`config.mk`:
```
export PLATFORM = sky130hd
export DESIGN_NAME = srpc_ctrl
export DESIGN_NICKNAME = d
export VERILOG_FILES = /design/src/srpc_pkg.sv /design/src/srpc_ctrl.sv
export SDC_FILE = /design/constraint.sdc
export NUM_CORES = 1
export LEC_CHECK = 0
export ABC_AREA = 0
export BUFFER_PORTS_ARGS = -buffer_cell sky130_fd_sc_hd__buf_2
export CAP_MARGIN = 40
export CORE_ASPECT_RATIO = 0.9
export CORE_UTILIZATION = 30
export CTS_BUF_LIST = sky130_fd_sc_hd__clkbuf_16
export DETAILED_ROUTE_END_ITERATION = 16
export GPL_TIMING_DRIVEN = 0
export PLACE_DENSITY_LB_ADDON = 0.1
export SLEW_MARGIN = 20
export SYNTH_ARGS = -nofsm -noshare
export SYNTH_HDL_FRONTEND = slang
export SYNTH_SLANG_ARGS = --single-unit
```
`constraint.sdc`:
```
create_clock -name clk_i -period 3.6 [get_ports clk_i]
set_clock_uncertainty 0.2 [all_clocks]
set_input_delay 0 -clock clk_i [delete_from_list [all_inputs] [get_ports clk_i]]
set_output_delay 0 -clock clk_i [all_outputs]
set_load 0.005 [all_outputs]
```
`src/srpc_pkg.sv`:
```
// package of register map, field layout, commands and timing for the sdram controller
package srpc_pkg;

  // ----------------------------------------------------------------------
  // register offsets (byte addresses)
  // ----------------------------------------------------------------------
  localparam logic [7:0] OFS_COMMAND_MODE = 8'h00;
  localparam logic [7:0] OFS_REFRESH_TIMER = 8'h04;
  localparam logic [7:0] OFS_TIMING_CONFIGURATION = 8'h08;
  localparam logic [7:0] OFS_LOW_POWER_CONTROL = 8'h10;
  localparam logic [7:0] OFS_IRQ_ENABLE_SET = 8'h14;
  localparam logic [7:0] OFS_IRQ_ENABLE_CLEAR = 8'h18;
  localparam logic [7:0] OFS_IRQ_MASK_STATE = 8'h1c;
  localparam logic [7:0] OFS_IRQ_STATUS = 8'h20;
  localparam logic [7:0] OFS_MEMORY_TYPE_SELECT = 8'h24;
  // sdram window selector: adr_i[8] high addresses the sdram space
  localparam int SDRAM_SEL_BIT = 8;

  // ----------------------------------------------------------------------
  // reset values and field positions
  // ----------------------------------------------------------------------
  localparam logic [31:0] RST_TIMING_CONFIGURATION = 32'h852372c0;
  localparam int TR_COUNT_W = 12;
  localparam int CR_TRP_LSB = 16;
  localparam int CR_TRCD_LSB = 20;
  localparam int CR_TRAS_LSB = 24;
  localparam int CR_TXSR_LSB = 28;
  localparam int CR_TRC_LSB = 12;
  localparam int LP_SEL_LSB = 0;
  localparam int LP_TMO_LSB = 12;
  localparam int IRQ_RES_BIT = 0;

  // ----------------------------------------------------------------------
  // timing
  // ----------------------------------------------------------------------
  localparam int TMO_SHORT_CYC = 64;
  localparam int TMO_LONG_CYC = 128;
  localparam int CLK_MHZ = 50;
  localparam int RFSH_PERIOD_MS = 64;
  // longest stay in power-down: one refresh period in whole cycles
  localparam int PD_MAX_CYC = RFSH_PERIOD_MS * CLK_MHZ * 1000;

  // ----------------------------------------------------------------------
  // types
  // ----------------------------------------------------------------------
  typedef enum logic [2:0] {
    MODE_NORMAL = 3'h0,
    MODE_NOP = 3'h1,
    MODE_PRECHARGE_ALL = 3'h2,
    MODE_LOAD_MODE = 3'h3,
    MODE_AUTO_REFRESH = 3'h4,
    MODE_EXT_LOAD_MODE = 3'h5,
    MODE_DEEP_PD = 3'h6
  } srpc_mode_t;

  // ras_n, cas_n, we_n
  typedef enum logic [2:0] {
    CMD_NOP = 3'h7,
    CMD_ACTIVE = 3'h3,
    CMD_READ = 3'h5,
    CMD_WRITE = 3'h4,
    CMD_PRECHARGE = 3'h2,
    CMD_REFRESH = 3'h1,
    CMD_LOAD_MODE = 3'h0,
    CMD_BURST_STOP = 3'h6
  } srpc_cmd_t;

  typedef struct packed {
    logic cs_n;
    logic [2:0] cmd;
    logic [1:0] ba;
    logic [12:0] addr;
    logic cke;
    logic clk_en;
    logic a10;
  } srpc_mem_t;

endpackage : srpc_pkg

```
`src/srpc_ctrl.sv`:
```
// sdram controller: border handling, auto-refresh, low-power modes, registers
//
// Contract
// - row boundary crossing: precharge, activate new row, reissue access
// - extra cycle between precharge and activate, and activate and access
// - controller issues auto-refresh itself; memory makes refresh rows
// - 12-bit refresh count reloads a cycle timer whose expiry requests refresh
// - no refresh at all until software writes the refresh count; a wake from power-down without an access still requests one
// - refresh due while previous one still pending raises refresh error
// - reading interrupt status clears the refresh error flag
// - sdram accesses wait while refresh runs; registers are never delayed
// - low-power mode entered once memory is idle, unless timeout set
// - self-refresh or power-down entry delayed by programmed timeout
// - timeout 00 none, 01 64 cycles, 10 128 cycles, 11 reserved
// - select 1: self-refresh, memory clock stopped, clock enable low
// - access during self-refresh runs exit sequence before the access
// - self-refresh held at least the active-to-precharge delay
// - select 2: power-down after each access, clock enable low
// - in power-down controller wakes memory to keep refreshing
// - select 3: deep power-down command, contents lost
// - low-power parameters held in register, sent by extended load mode
// - 3-bit command mode chooses command issued on each sdram access
// - new command mode takes effect on next sdram write; here leaving deep power-down also makes it live
// - writing 1 to enable-set refresh error bit enables interrupt
//
// Chosen here: the Wishbone interface to the registers.
`timescale 1ns/1ps
module srpc_ctrl (
  input wire logic clk_i,
  input wire logic rst_i,
  input wire logic cyc_i,
  input wire logic stb_i,
  input wire logic we_i,
  input wire logic [8:0] adr_i,
  input wire logic [3:0] sel_i,
  input wire logic [31:0] dat_i,
  output logic [31:0] dat_o,
  output logic ack_o,
  output logic irq_o,
  output logic sdram_wait_o,
  output srpc_pkg::srpc_mem_t mem_o
);

  // ----------------------------------------------------------------------
  // state
  // ----------------------------------------------------------------------
  typedef enum logic [3:0] {
    ST_IDLE, ST_PRE, ST_PRE_GAP, ST_ACT, ST_ACT_GAP, ST_XFER, ST_REFRESH,
    ST_SREF, ST_SREF_EXIT, ST_PDOWN, ST_DPD, ST_MODE_CMD
  } srpc_st_t;

  typedef struct packed {
    srpc_st_t st;
    logic [2:0] mode_reg;
    logic [2:0] mode_live;
    logic [11:0] count;
    logic count_written;
    logic [11:0] timer;
    logic rfsh_pend;
    logic [31:0] cfg;
    logic [31:0] lp;
    logic err_flag;
    logic err_mask;
    logic [1:0] mtype;
    logic [3:0] wcnt;
    logic [7:0] idle_cnt;
    logic [22:0] pd_cnt;
    logic row_open;
    logic [12:0] open_row;
    logic ack;
    logic [31:0] rdata;
    srpc_pkg::srpc_mem_t mem;
  } srpc_state_t;

  srpc_state_t s_q, s_d;

  logic req;
  logic sdram_req;
  logic reg_req;
  logic [12:0] req_row;
  logic [1:0] lp_sel;
  logic [1:0] lp_tmo;
  logic [3:0] trp;
  logic [3:0] trcd;
  logic [3:0] tras;
  logic [3:0] txsr;
  logic [3:0] trc;
  logic tmo_done;

  // ----------------------------------------------------------------------
  // request decode
  // ----------------------------------------------------------------------
  // sdram space: column in adr_i[3:0], row in adr_i[7:4] (compact window)
  assign req = cyc_i && stb_i && !s_q.ack;
  assign sdram_req = req && adr_i[srpc_pkg::SDRAM_SEL_BIT];
  assign reg_req = req && !adr_i[srpc_pkg::SDRAM_SEL_BIT];
  assign req_row = {9'h000, adr_i[7:4]};
  assign lp_sel = s_q.lp[srpc_pkg::LP_SEL_LSB +: 2];
  assign lp_tmo = s_q.lp[srpc_pkg::LP_TMO_LSB +: 2];
  assign trp = s_q.cfg[srpc_pkg::CR_TRP_LSB +: 4];
  assign trcd = s_q.cfg[srpc_pkg::CR_TRCD_LSB +: 4];
  assign tras = s_q.cfg[srpc_pkg::CR_TRAS_LSB +: 4];
  assign txsr = s_q.cfg[srpc_pkg::CR_TXSR_LSB +: 4];
  assign trc = s_q.cfg[srpc_pkg::CR_TRC_LSB +: 4];

  // timeout selection; reserved code behaves as immediate
  always_comb begin
    case (lp_tmo)
      2'b01: tmo_done = (s_q.idle_cnt >= 8'(srpc_pkg::TMO_SHORT_CYC));
      2'b10: tmo_done = (s_q.idle_cnt >= 8'(srpc_pkg::TMO_LONG_CYC));
      default: tmo_done = 1'b1;
    endcase
  end

  // ----------------------------------------------------------------------
  // next state
  // ----------------------------------------------------------------------
  always_comb begin
    s_d = s_q;
    s_d.ack = 1'b0;
    s_d.mem.cmd = srpc_pkg::CMD_NOP;
    s_d.mem.cs_n = 1'b0;
    s_d.mem.a10 = 1'b0; // all-banks flag lasts only its own command
    // register slave answers in one cycle, never held by refresh
    if (reg_req) begin
      s_d.ack = 1'b1;
      s_d.rdata = 32'h0000_0000;
      if (we_i && sel_i == 4'hf) begin
        if (adr_i[7:0] == srpc_pkg::OFS_COMMAND_MODE) begin
          s_d.mode_reg = dat_i[2:0];
        end else if (adr_i[7:0] == srpc_pkg::OFS_REFRESH_TIMER) begin
          s_d.count = dat_i[11:0];
          s_d.timer = dat_i[11:0];
          s_d.count_written = 1'b1;
        end else if (adr_i[7:0] == srpc_pkg::OFS_TIMING_CONFIGURATION) begin
          s_d.cfg = dat_i;
        end else if (adr_i[7:0] == srpc_pkg::OFS_LOW_POWER_CONTROL) begin
          s_d.lp = dat_i & 32'h0000_3f73;
        end else if (adr_i[7:0] == srpc_pkg::OFS_IRQ_ENABLE_SET) begin
          if (dat_i[srpc_pkg::IRQ_RES_BIT]) s_d.err_mask = 1'b1;
        end else if (adr_i[7:0] == srpc_pkg::OFS_IRQ_ENABLE_CLEAR) begin
          if (dat_i[srpc_pkg::IRQ_RES_BIT]) s_d.err_mask = 1'b0;
        end else if (adr_i[7:0] == srpc_pkg::OFS_MEMORY_TYPE_SELECT) begin
          s_d.mtype = dat_i[1:0];
        end
      end else if (!we_i) begin
        if (adr_i[7:0] == srpc_pkg::OFS_COMMAND_MODE) begin
          s_d.rdata = {29'h0, s_q.mode_reg};
        end else if (adr_i[7:0] == srpc_pkg::OFS_REFRESH_TIMER) begin
          s_d.rdata = {20'h0, s_q.count};
        end else if (adr_i[7:0] == srpc_pkg::OFS_TIMING_CONFIGURATION) begin
          s_d.rdata = s_q.cfg;
        end else if (adr_i[7:0] == srpc_pkg::OFS_LOW_POWER_CONTROL) begin
          s_d.rdata = s_q.lp;
        end else if (adr_i[7:0] == srpc_pkg::OFS_IRQ_MASK_STATE) begin
          s_d.rdata = {31'h0, s_q.err_mask};
        end else if (adr_i[7:0] == srpc_pkg::OFS_IRQ_STATUS) begin
          s_d.rdata = {31'h0, s_q.err_flag};
          s_d.err_flag = 1'b0;
        end else if (adr_i[7:0] == srpc_pkg::OFS_MEMORY_TYPE_SELECT) begin
          s_d.rdata = {30'h0, s_q.mtype};
        end
      end
    end

    // refresh timer: reload on expiry, error if previous still pending
    if (s_q.count_written && s_q.st != srpc_st_t'(ST_DPD)) begin
      if (s_q.timer == 12'h000) begin
        s_d.timer = s_q.count;
        s_d.rfsh_pend = 1'b1;
        if (s_q.rfsh_pend) s_d.err_flag = 1'b1;
      end else begin
        s_d.timer = s_q.timer - 12'h001;
      end
    end

    // idle and power-down counters
    s_d.idle_cnt = (s_q.st == ST_IDLE && s_q.idle_cnt != 8'hff) ?
      s_q.idle_cnt + 8'h01 : s_q.idle_cnt;
    s_d.pd_cnt = (s_q.st == ST_PDOWN) ? s_q.pd_cnt + 23'h1 : 23'h0;
    if (s_q.wcnt != 4'h0) s_d.wcnt = s_q.wcnt - 4'h1;

    case (s_q.st)
      ST_IDLE: begin
        // wait out trp after a precharge before the refresh
        if (s_q.rfsh_pend && s_q.wcnt == 4'h0) begin
          s_d.mem.cmd = s_q.row_open ? srpc_pkg::CMD_PRECHARGE
                                     : srpc_pkg::CMD_REFRESH;
          if (!s_q.row_open) begin
            s_d.rfsh_pend = (s_q.timer == 12'h000);
            s_d.st = ST_REFRESH;
            s_d.wcnt = trc;
          end else begin
            s_d.row_open = 1'b0;
            s_d.wcnt = trp;
          end
        end else if (sdram_req && s_q.wcnt == 4'h0) begin
          s_d.idle_cnt = 8'h00;
          if (we_i) s_d.mode_live = s_q.mode_reg;
          if ((we_i ? s_q.mode_reg : s_q.mode_live) != 3'(srpc_pkg::MODE_NORMAL))
          begin
            s_d.st = ST_MODE_CMD;
          end else if (s_q.row_open && s_q.open_row != req_row) begin
            s_d.mem.cmd = srpc_pkg::CMD_PRECHARGE;
            s_d.row_open = 1'b0;
            s_d.wcnt = trp;
            s_d.st = ST_PRE_GAP;
          end else if (!s_q.row_open) begin
            s_d.st = ST_ACT;
          end else begin
            s_d.st = ST_XFER;
          end
        end else if (s_q.wcnt == 4'h0 && lp_sel != 2'b00 && tmo_done &&
                     s_q.mode_live == 3'(srpc_pkg::MODE_NORMAL)) begin
          // enter low power once idle and timeout run out
          s_d.row_open = 1'b0;
          if (lp_sel == 2'b01) begin
            s_d.mem.cmd = srpc_pkg::CMD_REFRESH;
            s_d.mem.cke = 1'b0;
            s_d.wcnt = tras;
            s_d.st = ST_SREF;
          end else if (lp_sel == 2'b10) begin
            s_d.mem.cke = 1'b0;
            s_d.st = ST_PDOWN;
          end else begin
            s_d.mem.cmd = srpc_pkg::CMD_BURST_STOP;
            s_d.mem.cke = 1'b0;
            s_d.st = ST_DPD;
          end
        end
      end
      ST_PRE_GAP: begin
        // extra cycle after precharge before activate
        if (s_q.wcnt == 4'h0) s_d.st = ST_ACT;
      end
      ST_ACT: begin
        s_d.mem.cmd = srpc_pkg::CMD_ACTIVE;
        s_d.mem.addr = req_row;
        s_d.mem.ba = adr_i[1:0];
        s_d.row_open = 1'b1;
        s_d.open_row = req_row;
        s_d.wcnt = trcd;
        s_d.st = ST_ACT_GAP;
      end
      ST_ACT_GAP: begin
        // extra cycle after activate before the column access
        if (s_q.wcnt == 4'h0) s_d.st = ST_XFER;
      end
      ST_XFER: begin
        s_d.mem.cmd = we_i ? srpc_pkg::CMD_WRITE : srpc_pkg::CMD_READ;
        s_d.mem.addr = {9'h000, adr_i[3:0]};
        s_d.rdata = 32'h0000_0000;
        s_d.ack = 1'b1;
        s_d.idle_cnt = 8'h00;
        s_d.st = ST_IDLE;
      end
      ST_MODE_CMD: begin
        s_d.ack = 1'b1;
        s_d.st = ST_IDLE;
        s_d.mem.ba = adr_i[1:0]; // bank from address
        s_d.mem.addr = {9'h000, adr_i[7:4]};
        case (srpc_pkg::srpc_mode_t'(s_q.mode_live))
          srpc_pkg::MODE_NOP: s_d.mem.cmd = srpc_pkg::CMD_NOP;
          srpc_pkg::MODE_PRECHARGE_ALL: begin
            s_d.mem.cmd = srpc_pkg::CMD_PRECHARGE;
            s_d.mem.a10 = 1'b1;
            s_d.row_open = 1'b0;
          end
          srpc_pkg::MODE_LOAD_MODE: s_d.mem.cmd = srpc_pkg::CMD_LOAD_MODE;
          srpc_pkg::MODE_AUTO_REFRESH: s_d.mem.cmd = srpc_pkg::CMD_REFRESH;
          srpc_pkg::MODE_EXT_LOAD_MODE: begin
            s_d.mem.cmd = srpc_pkg::CMD_LOAD_MODE;
            s_d.mem.addr = {5'h00, s_q.lp[15:8] & 8'h3f} |
                           {10'h000, s_q.lp[6:4]};
          end
          srpc_pkg::MODE_DEEP_PD: begin
            s_d.mem.cmd = srpc_pkg::CMD_BURST_STOP;
            s_d.mem.cke = 1'b0;
            s_d.st = ST_DPD;
          end
          default: s_d.mem.cmd = srpc_pkg::CMD_NOP;
        endcase
      end
      ST_REFRESH: begin
        // bus held off by sdram_wait_o until refresh cycle time passes
        if (s_q.wcnt == 4'h0) s_d.st = ST_IDLE;
      end
      ST_SREF: begin
        s_d.mem.cke = 1'b0;
        s_d.mem.clk_en = (s_q.wcnt != 4'h0) ? s_q.mem.clk_en : 1'b0;
        // exit only after minimum stay, on access or on select change
        if (s_q.wcnt == 4'h0 && (sdram_req || lp_sel != 2'b01)) begin
          s_d.mem.cke = 1'b1;
          s_d.mem.clk_en = 1'b1;
          s_d.wcnt = txsr;
          s_d.st = ST_SREF_EXIT;
        end
      end
      ST_SREF_EXIT: begin
        if (s_q.wcnt == 4'h0) begin
          s_d.st = ST_IDLE;
          s_d.rfsh_pend = 1'b0;
        end
      end
      ST_PDOWN: begin
        // wake for access, pending refresh or max stay
        if (sdram_req || s_q.rfsh_pend || lp_sel != 2'b10 ||
            s_q.pd_cnt >= 23'(srpc_pkg::PD_MAX_CYC - 1)) begin
          s_d.mem.cke = 1'b1;
          s_d.idle_cnt = 8'h00;
          s_d.rfsh_pend = s_q.rfsh_pend || !sdram_req;
          s_d.st = ST_IDLE;
        end
      end
      ST_DPD: begin
        // left only once software clears both the select and the deep power-down command mode; contents lost
        s_d.mem.cke = 1'b0;
        s_d.mem.clk_en = 1'b0;
        if (lp_sel != 2'b11 && s_q.mode_reg != 3'(srpc_pkg::MODE_DEEP_PD)) begin
          s_d.mem.cke = 1'b1;
          s_d.mem.clk_en = 1'b1;
          s_d.mode_live = s_q.mode_reg;
          s_d.st = ST_IDLE;
        end
      end
      default: s_d.st = ST_IDLE;
    endcase
  end

  // ----------------------------------------------------------------------
  // state register
  // ----------------------------------------------------------------------
  always_ff @(posedge clk_i) begin
    if (rst_i) begin
      s_q <= '0;
      s_q.st <= ST_IDLE;
      s_q.cfg <= srpc_pkg::RST_TIMING_CONFIGURATION;
      s_q.mem.cs_n <= 1'b1;
      s_q.mem.cmd <= srpc_pkg::CMD_NOP;
      s_q.mem.cke <= 1'b1;
      s_q.mem.clk_en <= 1'b1;
    end else begin
      s_q <= s_d;
    end
  end

  // outputs
  assign dat_o = s_q.rdata;
  assign ack_o = s_q.ack;
  assign irq_o = s_q.err_flag && s_q.err_mask;
  assign mem_o = s_q.mem;
  assign sdram_wait_o = (s_q.st == ST_REFRESH) || s_q.rfsh_pend;
endmodule // srpc_ctrl

```
# Yosys cells after proc, flatten, opt, wreduce, memory -nomap -nowiden

Index checks and enable logic that the tools add are counted.

Flip-flop bits (word level): 178
Latch bits: 0
RAM bits: 0
Memory bits (read-only): 0
Bits of input ports: 50
Output and inout bits: 57
Logic and storage cells: 276
Memories: 0

Add/subtract/negate cells: 4
Multipliers: 0
Div/mod/pow operators: 0
Order comparisons: 3
Eq/ne operators: 55
Shift operators: 0
Muxes and demuxes: 118
Bitwise logic cells: 9
Reductions and logical operators: 61

Operators by type and width:

| operator              | number |
|---|---|
| $mux 32               | 5 |
| $mux 4                | 23 |
| $mux 12               | 5 |
| $mux 3                | 17 |
| $pmux 13 s3           | 1 |
| $mux 1                | 36 |
| $pmux 4 s9            | 1 |
| $mux 33               | 1 |
| $eq 8x5->1 const B    | 4 |
| $mux 8                | 4 |
| $pmux 3 s4            | 2 |
| $pmux 8 s3            | 1 |
| $add 23x1->23 const B | 1 |
| $ge 23x22->1 const B  | 1 |
| $mux 2                | 11 |
| $mux 22               | 1 |
| $eq 4x4->1 const B    | 5 |
| $ne 2x2->1 const B    | 10 |
| $reduce_and 9->1      | 2 |
| $eq 4x3->1 const B    | 4 |
| $eq 8x6->1 const B    | 2 |
| $logic_and 1x1->1     | 16 |
| $ne 2x1->1 const B    | 8 |
| $mux 14               | 1 |
| other kinds (44)      | 88 |

# Logic depth before layout (Yosys ltp)

Gate-level depths: netlist (run 1).

Depth after elaboration: 13
Mapped depth: 9

# Worst setup path after synthesis (run 1)

OpenSTA, ideal clock, no wires.

Kind: register -> register
From: register s_q[100] (netlist name)
To: register s_q[207] (netlist name)
Library setup time: 0.115 ns
Arrival: 2.227 ns
Data required time: 3.285 ns
Setup slack: 1.058 ns
Cell stages (with the launch flop): 10
Buffers on the path: 1
Clock period less this slack: 2.542 ns
Path through: dfxtp_1 > inv_1 > ha_1 > or3b_2 > buf_6 > nor2_1 > a2111oi_0 > nor4_4 > a21boi_0 > o21a_1

Word-level cells in the longest chain between the ends: 6
Elaborated cells on any way between the ends: 17

Ends and longest elaborated chain:

| element                        | line             | source |
|---|---|---|
| start: declaration             | srpc_ctrl.sv:75  | `srpc_state_t s_q, s_d;` |
| $logic_not 4->1 (*)            | --               |  |
| $logic_and 1x1->1 (3 in a row) | srpc_ctrl.sv:213 | `end else if (s_q.wcnt == 4'h0 && lp_sel != 2'b00 && tmo_done &&` |
| $ne 4x1->1 (no line)           | --               |  |
| $reduce_and 8->1 (no line)     | --               |  |

Mark *: on every way between the ends. The rest lies on a longest branch, timed or not.
A chain may end at the register's enable or synchronous reset.

# Final worst setup path (run 1)

From: register s_q[173] (netlist name)
To: register s_q[172] (netlist name)

Word-level cells in the longest chain between the ends: 6
Elaborated cells on any way between the ends: 8

Ends and longest elaborated chain:

| element              | line                               | source |
|---|---|---|
| $logic_not 12->1 (*) | srpc_ctrl.sv:168, srpc_ctrl.sv:190 |  |
| $mux 1               | srpc_ctrl.sv:168                   | `if (s_q.timer == 12'h000) begin` |
| $mux 13              | srpc_ctrl.sv:167                   | `if (s_q.count_written && s_q.st != srpc_st_t'(ST_DPD)) begin` |
| $mux 1               | srpc_ctrl.sv:189                   | `if (!s_q.row_open) begin` |
| $mux 1               | srpc_ctrl.sv:186                   | `if (s_q.rfsh_pend && s_q.wcnt == 4'h0) begin` |
| $pmux 1 s3 (*)       | srpc_ctrl.sv:183                   | `case (s_q.st)` |

Marks and branches as above.

==> flow_summary.toml, run 1 <==
[clock_tree]
worstSkewPairLatency_ns = 0.44
cts.sink_count = 171
cts-buffers-inserted = 17
h-tree-depth = 4
cts_tree = "yes"
clock_path_buffers = 2
clkTransAtPathRegs_ns = 0.08
cts.repair.resized = 0
ctsRootBufferMaster = "clkbuf_16"

[power]
p_per_area_nw_per_um2 = 455
p_int_mw = 3.33
vdd_drop_max_mv = 0.309
power_frac_comb = 0.219
totalPowerFinal_mw = 4.93
p_seq_frac = 0.404
p_leak_nw = 4.19
power.net_switching_mw = 1.60
switching_share = 0.324
clkPwrFrac = 0.377

[logic_synthesis]
asyncSetResetFlopFracSynth = 0
syn-cell-area_um2 = 8810
synthCells = 1100
post_synth_edffs = 0
synth_area_per_cell_um2 = 8.01
dominant_combinational_cell_family_by_area_after_synthesis = "simple AND/OR/NAND/NOR gates"
synth_sequential_area_ratio = 0.388
synth_xor_area_frac = 0.0378
synth_largest_area_cell = "dfxtp_1"
synth_top_area_frac = 0.388
synth_mux_area_frac = 0.0223
synth-adder-area-share = 0.0170
synth_compound_area_frac = 0.190
post_synth_main_area_contributors = "dfxtp_1 (39%), nand2_1 (7.5%), nor2_1 (5.6%), a21oi_1 (4.8%), buf_4 (4.6%)"
ys.flop_type = "dfxtp_1"
synth-seq-cells = 171
post_synth_and_or_nand_nor_area_fraction = 0.247
synth-warning-count = 0
synth_cell_types = 85

[sta]
final_max_slew_viol_count = 0
rsz0062_at_grt = "no"
total_negative_setup_slack_ns = 0
relSlewSlack = 0.442
max_freq_mhz = 348
setup_viol_count_final = 0
hold_viol_final = 0
fin_crit_ns = 2.87
period_share = 0.798
worst_margin_pin_slew_ns = 0.837

[die]
chipHeight_um = 165
die_extent_in_x_um = 183
placementRows = 59
design.core.area_um2 = 28900
initial_utilization = 0.305
num_io_pins = 107
dieArea_um2 = 30100

[outcome]
status = "completed"

[global_route]
grt.overflow.total = 0
grt_util_all_layers = 0.211
grt_max_degree = 19
grt_pass1_vias = 7843
antenna_found_initial = 0
grt_pass1_wl_um = 47900

[setup_path]
setup.worst_path.start = "s_q[173]$_SDFFE_PP0P_"
setup.worst_path.class = "flip-flop to flip-flop"
critical-path-top-cell-by-count = "nand3_1"
path_cells = "inv_1 -> ha_1 -> nor4b_1 -> and3_1 -> clkbuf_1 -> nor3_1 -> o2111ai_1 -> nand3_1 -> nand3_1"
worst-endpoint-arrival_ns = 3.05
max_stage_delay_ns = 0.55
r2r-start = "s_q[173]$_SDFFE_PP0P_"
r2r_cells = 9
crit_slowest_cell = "nor4b_1"
critical_path_required_ns = 3.77
crit_path_max_fanout = 10
critPathCaptureType = "flip-flop"
critPathLaunchType = "flip-flop"

[min_path]
hp-start = "rst_i"
min_delay_path_depth = 2
hold_class = "input port to flip-flop"

[final_layout]
nFillCells = 3065
layout_commonest_cell = "nand2_1"
final_core_utilization = 0.375
post_route_cells_drive_above_1_share = 0.182
layout-area-overhead-vs-synth_pct = 22.9
commonest_cells_after_routing_fill_and_taps_aside = "nand2_1 (176), dfxtp_1 (171), nor2_1 (132), buf_2 (109), a21oi_1 (84)"
insertedDiodeCount = 0
final_net_count = 1327
final_cell_area_um2 = 10800

[drt]
vias_per_cell = 5.04
postRouteAntennaNets = 0
detail_route.first_pass.iterations = 7
route.detailed.wl_per_inst_um = 18.7
detail_route.drc_violations = 0
via_count = 8430
drtIter0Drc = 687
routed_wirelength_um = 31300

[flow_run]
drv_cap = 0

[place]
placed_area_um2 = 9830
gp_congestion = 0.933
io_buf_count = 94
dp_hpwl_um = 23200
==> cell usage after synthesis, types with 6 or more instances <==
| library cell | instances |
|---|---|
| clkbuf_1 | 45 |
| nor2b_1 | 8 |
| and3_1 | 7 |
| buf_2 | 13 |
| nor2_1 | 132 |
| dfxtp_1 | 171 |
| inv_1 | 20 |
| a21oi_1 | 84 |
| clkbuf_8 | 7 |
| nand4_1 | 14 |
| a2bb2oi_1 | 9 |
| and2_1 | 6 |
| o31ai_1 | 6 |
| a222oi_1 | 9 |
| mux2i_1 | 14 |
| a311oi_1 | 8 |
| xnor2_1 | 15 |
| nor3_1 | 24 |
| xor2_1 | 23 |
| a22oi_1 | 24 |
| ha_1 | 12 |
| a31oi_1 | 6 |
| buf_4 | 54 |
| a211oi_1 | 12 |
| nand2_1 | 176 |
| o21ai_0 | 26 |
| nand3_1 | 52 |
==> cell families (layout without fill, tap and decap cells) <==
| group | Yosys count | in the layout |
|---|---|---|
| simple gates | 469 | 469 |
| compound gates | 244 | 244 |
| flops | 171 | 171 |
| buf+inv | 146 | 318 |
| xor+xnor | 38 | 38 |
| mux | 19 | 19 |
| fa+ha+maj | 12 | 12 |
| other cells | 1 | 7 |
==> critical path: cells and delay by family (launching register included) <==
| kind | cells | cell delay [ns] |
|---|---|---|
| AND/OR/NAND/NOR | 5 | 1.16 |
| buffers and inverters | 2 | 0.62 |
| flip-flops | 1 | 0.35 |
| adder cells (fa/ha/maj) | 1 | 0.14 |
| AO/OA/AOI/OAI | 1 | 0.33 |
==> flip-flops by register name, summed over array words and instances, names as in the netlist <==
register,cells
lp_tmo,2
dat_o,32
lp_sel,2
s_q,119
mem_o,15
ack_o,1
==> power groups by stage <==
stage | Clock, mW | Combinational, mW | Sequential [mW]
floorplan | 0 | 0.723 | 2.02
global placement | 0 | 1.02 | 2.03
detailed placement | 0 | 1.03 | 2.03
CTS | 1.89 | 1.07 | 1.99
global route | 1.97 | 1.19 | 2.00
finish | 1.86 | 1.08 | 1.99
==> metal layers <==
| metal | vias up | routed length (µm) | track usage |
|---|---|---|---|
| met2 | 229 | 13800 | 0.328 |
| li1 | 4153 | - | - |
| met3 | 27 | 1450 | 0.0287 |
| met5 | - | 0 | 0 |
| met4 | 0 | 415 | 0.0497 |
| met1 | 4021 | 15700 | 0.307 |
==> repair_timing <==
| item | in CTS | in global routing |
|---|---|---|
| hold endpoints to repair | 95 | 0 |
| hold buffers | 42 | 0 |
| buffers inserted | 0 | 0 |
| endpoints found under the setup margin | 0 | 0 |
==> cell type report <==
cell class,count,area [µm²],share of cell area
multi-input combinational,789,4570,0.421
sequential,171,3420,0.316
timing repair buffer,140,912,0.0842
buffer,125,774,0.0715
tap,396,495,0.0457
clock buffer,17,425,0.0393
clock inverter,15,159,0.0147
inverter,21,78.8,0.00727
==> path summary, 6_finish.rpt <==
check	to	slack [ns]
worst max-delay path	s_q[172]$_SDFF_PP0_	0.73
worst min-delay path	mem_o[21]$_DFF_P_	0.02
worst max register to register	s_q[172]$_SDFF_PP0_	0.73
worst min register to register	s_q[143]$_SDFFE_PP0P_	0.26
==> stage by stage <==
stage | std cells | worst slack, ns | hold WS [ns]
4_1_cts | 1673 | 0.738 | 0.0127
3_3_place_gp | 1596 | 0.372 | -0.0729
2_1_floorplan | 1106 | 1.06 | -0.172
3_5_place_dp | 1599 | 0.753 | -0.0641
6_report | 1674 | 0.727 | 0.0245
5_1_grt | 1674 | 0.562 | 0.0136
No activity file was read; power rests on OpenSTA's default activity.
==> run 2: changes to the inputs <==
Clock period 3.6 ns to 2.5 ns, I/O delays scaled along.
==> run 2 against run 1 <==
The flow now finishes with violations (hold timing); non-clock buffer count rose by 17; die area did not move; worst hold slack got worse by 0.080 ns; total power rose by 48%; critical path depth fell by 3; sequential cell count did not move; largest power group unchanged.
==> flow_summary.toml, run 2 (synthesized netlist as in run 1, its figures left out) <==
[outcome]
status = "complete, but fails checks"
failed_checks = "hold timing"

[sta]
setup_viol_count_final = 0
worst_hold_slack_ns = -0.0555
hold_viol_final = 1
max_freq_mhz = 412
relSlewSlack = 0.443
period_share = 0.971
total_negative_setup_slack_ns = 0
fin_crit_ns = 2.43
worst_margin_pin_slew_ns = 0.835
final_max_slew_viol_count = 0
rsz0062_at_grt = "yes"

[power]
vdd_drop_max_mv = 0.468
p_leak_nw = 4.39
p_per_area_nw_per_um2 = 645
totalPowerFinal_mw = 7.28

[global_route]
grt_pass1_wl_um = 47800
grt.overflow.total = 0
grt_util_all_layers = 0.211
grt_max_degree = 18
antenna_found_initial = 3
grt_pass1_vias = 7923

[drt]
postRouteAntennaNets = 0
route.detailed.wl_per_inst_um = 18.6
detail_route.first_pass.iterations = 6
detail_route.drc_violations = 0
vias_per_cell = 5.03
via_count = 8524
routed_wirelength_um = 31400
drtIter0Drc = 765

[final_layout]
final_core_utilization = 0.391
cell_count_final_fillers_out = 1693
final_net_count = 1344
layout-area-overhead-vs-synth_pct = 28.1
layout_commonest_cell = "nand2_1"
top_register = "s_q"
commonest_cells_after_routing_fill_and_taps_aside = "nand2_1 (173), dfxtp_1 (165), nor2_1 (129), buf_2 (107), a21oi_1 (81)"
nFillCells = 3031
post_route_cells_drive_above_1_share = 0.231
largest_register_ff_count = 119

[setup_path]
critical_path_required_ns = 2.65
worst_r2r_setup_slack_ns = 0.07
worstReg2RegEnd = "s_q[205]$_SDFFE_PP0P_"
max_stage_delay_ns = 0.60
critPathCaptureType = "flip-flop"
r2r_cells = 6
crit_slowest_cell = "or4_2"
critPathTopFamily = "simple AND/OR/NAND/NOR gates"
path_cells = "or2_2 -> or4_2 -> o311ai_4 -> buf_6 -> a21oi_2 -> a311oi_2"
worst-endpoint-arrival_ns = 2.58
critPathLaunchType = "flip-flop"
r2r-start = "s_q[80]$_SDFF_PP0_"
crit_buf_inv = 1
crit_path_max_fanout = 5
setup.worst_path.class = "flip-flop to flip-flop"

[place]
post-place-cells = 1598
gp_congestion = 0.870
dp_hpwl_um = 22900
io_buf_count = 94

[flow_run]
drv_cap = 0

[clock_tree]
clock_path_buffers = 2
ctsRootBufferMaster = "clkbuf_16"
h-tree-depth = 4
clkTransAtPathRegs_ns = 0.07
worstSkewPairLatency_ns = 0.44
cts-buffers-inserted = 17
cts.sink_count = 171
cts_tree = "yes"

[die]
initial_utilization = 0.305
placementRows = 59
design.core.area_um2 = 28900
chipHeight_um = 165
die_extent_in_x_um = 183
dieArea_um2 = 30100
num_io_pins = 107

[min_path]
hp-start = "sel_i[0]"
min_delay_path_depth = 6
worstHoldEndpoint = "lp_sel[0]$_SDFFE_PP0P_"
hold_class = "input port to flip-flop"
[run 2: routing by layer]
| layer | track usage | share of wire | vias to the layer above |
|---|---|---|---|
| met1 | 0.297 | 0.49 | 4034 |
| met5 | 0 | 0.00057 | - |
| met2 | 0.331 | 0.44 | 259 |
| li1 | - | - | 4199 |
| met4 | 0.0504 | 0.011 | 2 |
| met3 | 0.0401 | 0.062 | 30 |
[run 2: worst min-delay path: stages]
cell and delay, ns:
buf_2 0.10, nand3_1 0.07, or3_4 0.18, a21oi_4 0.06, nand3_1 0.08, a21oi_1 0.05
[run 2: layout make-up]
| class | count | area (µm²) | area share |
|---|---|---|---|
| clock inverters | 15 | 151 | 0.0134 |
| flip-flops and latches | 171 | 3440 | 0.304 |
| diodes | 2 | 5.00 | 0.000443 |
| clock buffers | 17 | 425 | 0.0377 |
| repair buffers | 158 | 1090 | 0.0965 |
| plain buffers | 124 | 835 | 0.0739 |
| inverters | 21 | 78.8 | 0.00698 |
| well taps | 396 | 495 | 0.0439 |
| multi-input cells | 789 | 4780 | 0.423 |
[run 2: how the worst max path moves through the flow]
| stage | from | end | slack (ns) | depth (start not counted) |
|---|---|---|---|---|
| after floorplan | s_q[100]$_SDFF_PP0_ | s_q[207]$_SDFFE_PP0P_ | 0.1 | 9 |
| after global placement | s_q[206]$_SDFFE_PP0P_ | mem_o[4]$_SDFFE_PP0P_ | -0.66 | 6 |
| after detailed placement | lp_sel[0]$_SDFFE_PP0P_ | s_q[205]$_SDFFE_PP0P_ | -0.30 | 8 |
| after CTS | ack_o$_SDFF_PP0_ | s_q[179]$_SDFFE_PP0P_ | 0.01 | 7 |
| after global routing | lp_sel[0]$_SDFFE_PP0P_ | s_q[102]$_SDFF_PP0_ | -0.02 | 9 |
| final | s_q[80]$_SDFF_PP0_ | s_q[205]$_SDFFE_PP0P_ | 0.07 | 6 |
[run 2: where the power goes]
| group | switching (mW) | internal [mW] |
|---|---|---|
| Sequential | 0.0605 | 2.81 |
| Combinational | 0.971 | 0.749 |
| Clock | 1.28 | 1.41 |
| Total | 2.31 | 4.97 |
[run 2: metrics by stage]
stage | setup slack [ns] | instance area (µm²)
2_1_floorplan | 0.0972 | 8840
3_3_place_gp | -0.658 | 9800
3_5_place_dp | -0.304 | 9820
4_1_cts | 0.0147 | 11000
5_1_grt | -0.0192 | 11300
6_report | 0.0720 | 11300
[run 2: timing repair]
| item | CTS | global route |
|---|---|---|
| gates resized for setup | 31 | 71 |
| endpoints found under the setup margin | 113 | 90 |
| pin swaps | 5 | 8 |
| cloned | 0 | 1 |
| hold buffers | 48 | 0 |
| buffers inserted | 6 | 6 |
| hold endpoints to repair | 102 | 0 |
==> run 3: changes to the inputs <==
Settings changed: CORE_UTILIZATION 30 to 53, RECOVER_POWER from default to 25.
==> run 3 against run 2 <==
The run now ends clean; sequential cell count unchanged; cell area decreased by 2.9%; global-route usage increased by 12 points.
==> flow_summary.toml, run 3 (synthesized netlist as in run 1, its figures left out) <==
[drt]
detail_route.drc_violations = 0
via_count = 8799
vias_per_cell = 5.85
route.met2.wl_um = 12200
postRouteAntennaNets = 0
detail_route.first_pass.iterations = 6
route.met3.wl_um = 2970
wirelength_met1_um = 12300
route.detailed.wl_per_inst_um = 18.7
routed_wirelength_um = 28100
drtIter0Drc = 915
top_signal_layer_used = "met4"

[sta]
final_max_slew_viol_count = 0
worst_hold_slack_ns = 0.0133
period_share = 0.986
setup_viol_count_final = 0
total_negative_setup_slack_ns = 0
relSlewSlack = 0.438
worst_margin_pin_slew_ns = 0.843
setup_slack_ns = 0.0348
max_freq_mhz = 406
hold_viol_final = 0
fin_crit_ns = 2.47

[clock_tree]
h-tree-depth = 4
cts-buffers-inserted = 17
clock_path_buffers = 2
worstSkewPairLatency_ns = 0.44
cts.sink_count = 171
clkTransAtPathRegs_ns = 0.07
cts_tree = "yes"
ctsRootBufferMaster = "clkbuf_16"

[setup_path]
worst-endpoint-arrival_ns = 2.55
critPathCaptureType = "flip-flop"
critPathLaunchType = "flip-flop"
path_cells = "and4b_1 -> nand2_1 -> nor3_1 -> a21oi_1 -> mux2i_1 -> nor2_1"
max_stage_delay_ns = 0.54
crit_path_max_fanout = 6
setup.worst_path.class = "flip-flop to flip-flop"
crit_slowest_cell = "and4b_1"
critical_path_required_ns = 2.59

[power]
p_per_area_nw_per_um2 = 666
p_leak_nw = 4.27
p_seq_frac = 0.393
power.net_switching_mw = 2.23
clkPwrFrac = 0.368
switching_share = 0.305
vdd_drop_max_mv = 0.526
p_int_mw = 5.07
power_frac_comb = 0.239

[die]
placementRows = 44
die_extent_in_x_um = 138
chipHeight_um = 124
design.core.area_um2 = 16200
num_io_pins = 107
initial_utilization = 0.545
dieArea_um2 = 17200

[final_layout]
top_register = "s_q"
final_cell_area_um2 = 11000
layout-area-overhead-vs-synth_pct = 24.5
largest_register_ff_count = 119
cell_count_final_fillers_out = 1503
nFillCells = 1411
insertedDiodeCount = 0
layout_commonest_cell = "nand2_1"
final_net_count = 1345
post_route_cells_drive_above_1_share = 0.209
commonest_cells_after_routing_fill_and_taps_aside = "nand2_1 (175), dfxtp_1 (166), nor2_1 (128), buf_2 (90), a21oi_1 (82)"

[place]
gp_congestion = 0.989
post-place-cells = 1409
dp_hpwl_um = 19500
io_buf_count = 94
post-place-ws_ns = -0.241
placed_area_um2 = 9590

[outcome]
status = "completed"

[global_route]
grt_pass1_vias = 8018
grt_util_all_layers = 0.328
grt_max_degree = 17
antenna_found_initial = 0
grt.overflow.total = 0
grt_pass1_wl_um = 43000

[flow_run]
drv_cap = 0

[min_path]
hold_class = "input port to flip-flop"
## run 3: cell types whose count changed in the layout (fill, tap and decap cells not counted), sizes merged
cell | previous run | this run
bufinv | 1 | 2
dlygate4sd3 | 47 | 50
clkbuf | 69 | 123
inv | 29 | 25
buf | 183 | 127
diode | 2 | 0
clkinv | 4 | 7
## run 3: power groups by stage
stage	clock network, mW	registers [mW]	logic (mW)
finish	2.69	2.87	1.74
global route	2.82	2.88	1.86
CTS	2.71	2.87	1.50
detailed placement	0	2.93	1.43
global placement	0	2.93	1.40
floorplan	0	2.91	1.04
## run 3: layout make-up
| class | count | area [µm²] | share of cell area |
|---|---|---|---|
| Timing Repair Buffer | 158 | 1050 | 0.0960 |
| Sequential cell | 171 | 3440 | 0.313 |
| Multi-Input combinational cell | 789 | 4740 | 0.432 |
| Inverter | 21 | 78.8 | 0.00718 |
| Clock buffer | 17 | 425 | 0.0388 |
| Tap cell | 207 | 259 | 0.0236 |
| Clock inverter | 15 | 163 | 0.0148 |
| Buffer | 125 | 818 | 0.0746 |
## run 3: metrics by stage
stage                      util  total power, mW
after floorplan               -             3.96
after global placement    0.591             4.32
after detailed placement  0.592             4.35
after CTS                 0.664             7.08
after global routing      0.678             7.56
final                     0.678             7.30
## run 3: worst paths after layout
kind                               from  slack [ns]                    end  depth (start not counted)
hold / removal                 adr_i[0]        0.01  s_q[106]$_SDFFE_PP0P_                          5
hold reg to reg   s_q[151]$_SDFFE_PP0P_        0.26  s_q[151]$_SDFFE_PP0P_                          2
setup reg to reg       ack_o$_SDFF_PP0_        0.03  s_q[198]$_SDFFE_PP0P_                          6
setup / recovery       ack_o$_SDFF_PP0_        0.03  s_q[198]$_SDFFE_PP0P_                          6
## run 3: repair_timing
item / 4_1_cts / 5_1_grt
pin swaps: 3 / 5
endpoints found under the setup margin: 99 / 102
hold buffers: 50 / 0
resized for setup: 19 / 66
endpoints found under the hold margin: 104 / 0
buffers inserted: 2 / 9
## run 3: critical path: cells and delay by family (launching register included)
family,cells,cell delay (ns)
AO/OA/AOI/OAI,1,0.24
flip-flops,1,0.35
multiplexers,1,0.19
AND/OR/NAND/NOR,4,1.32
## run 3: layer usage
layer | GRT usage | up-vias
met3 | 0.0863 | 53
met5 | 0 | -
met2 | 0.481 | 488
met1 | 0.465 | 4070
li1 | - | 4188
met4 | 0.101 | 0
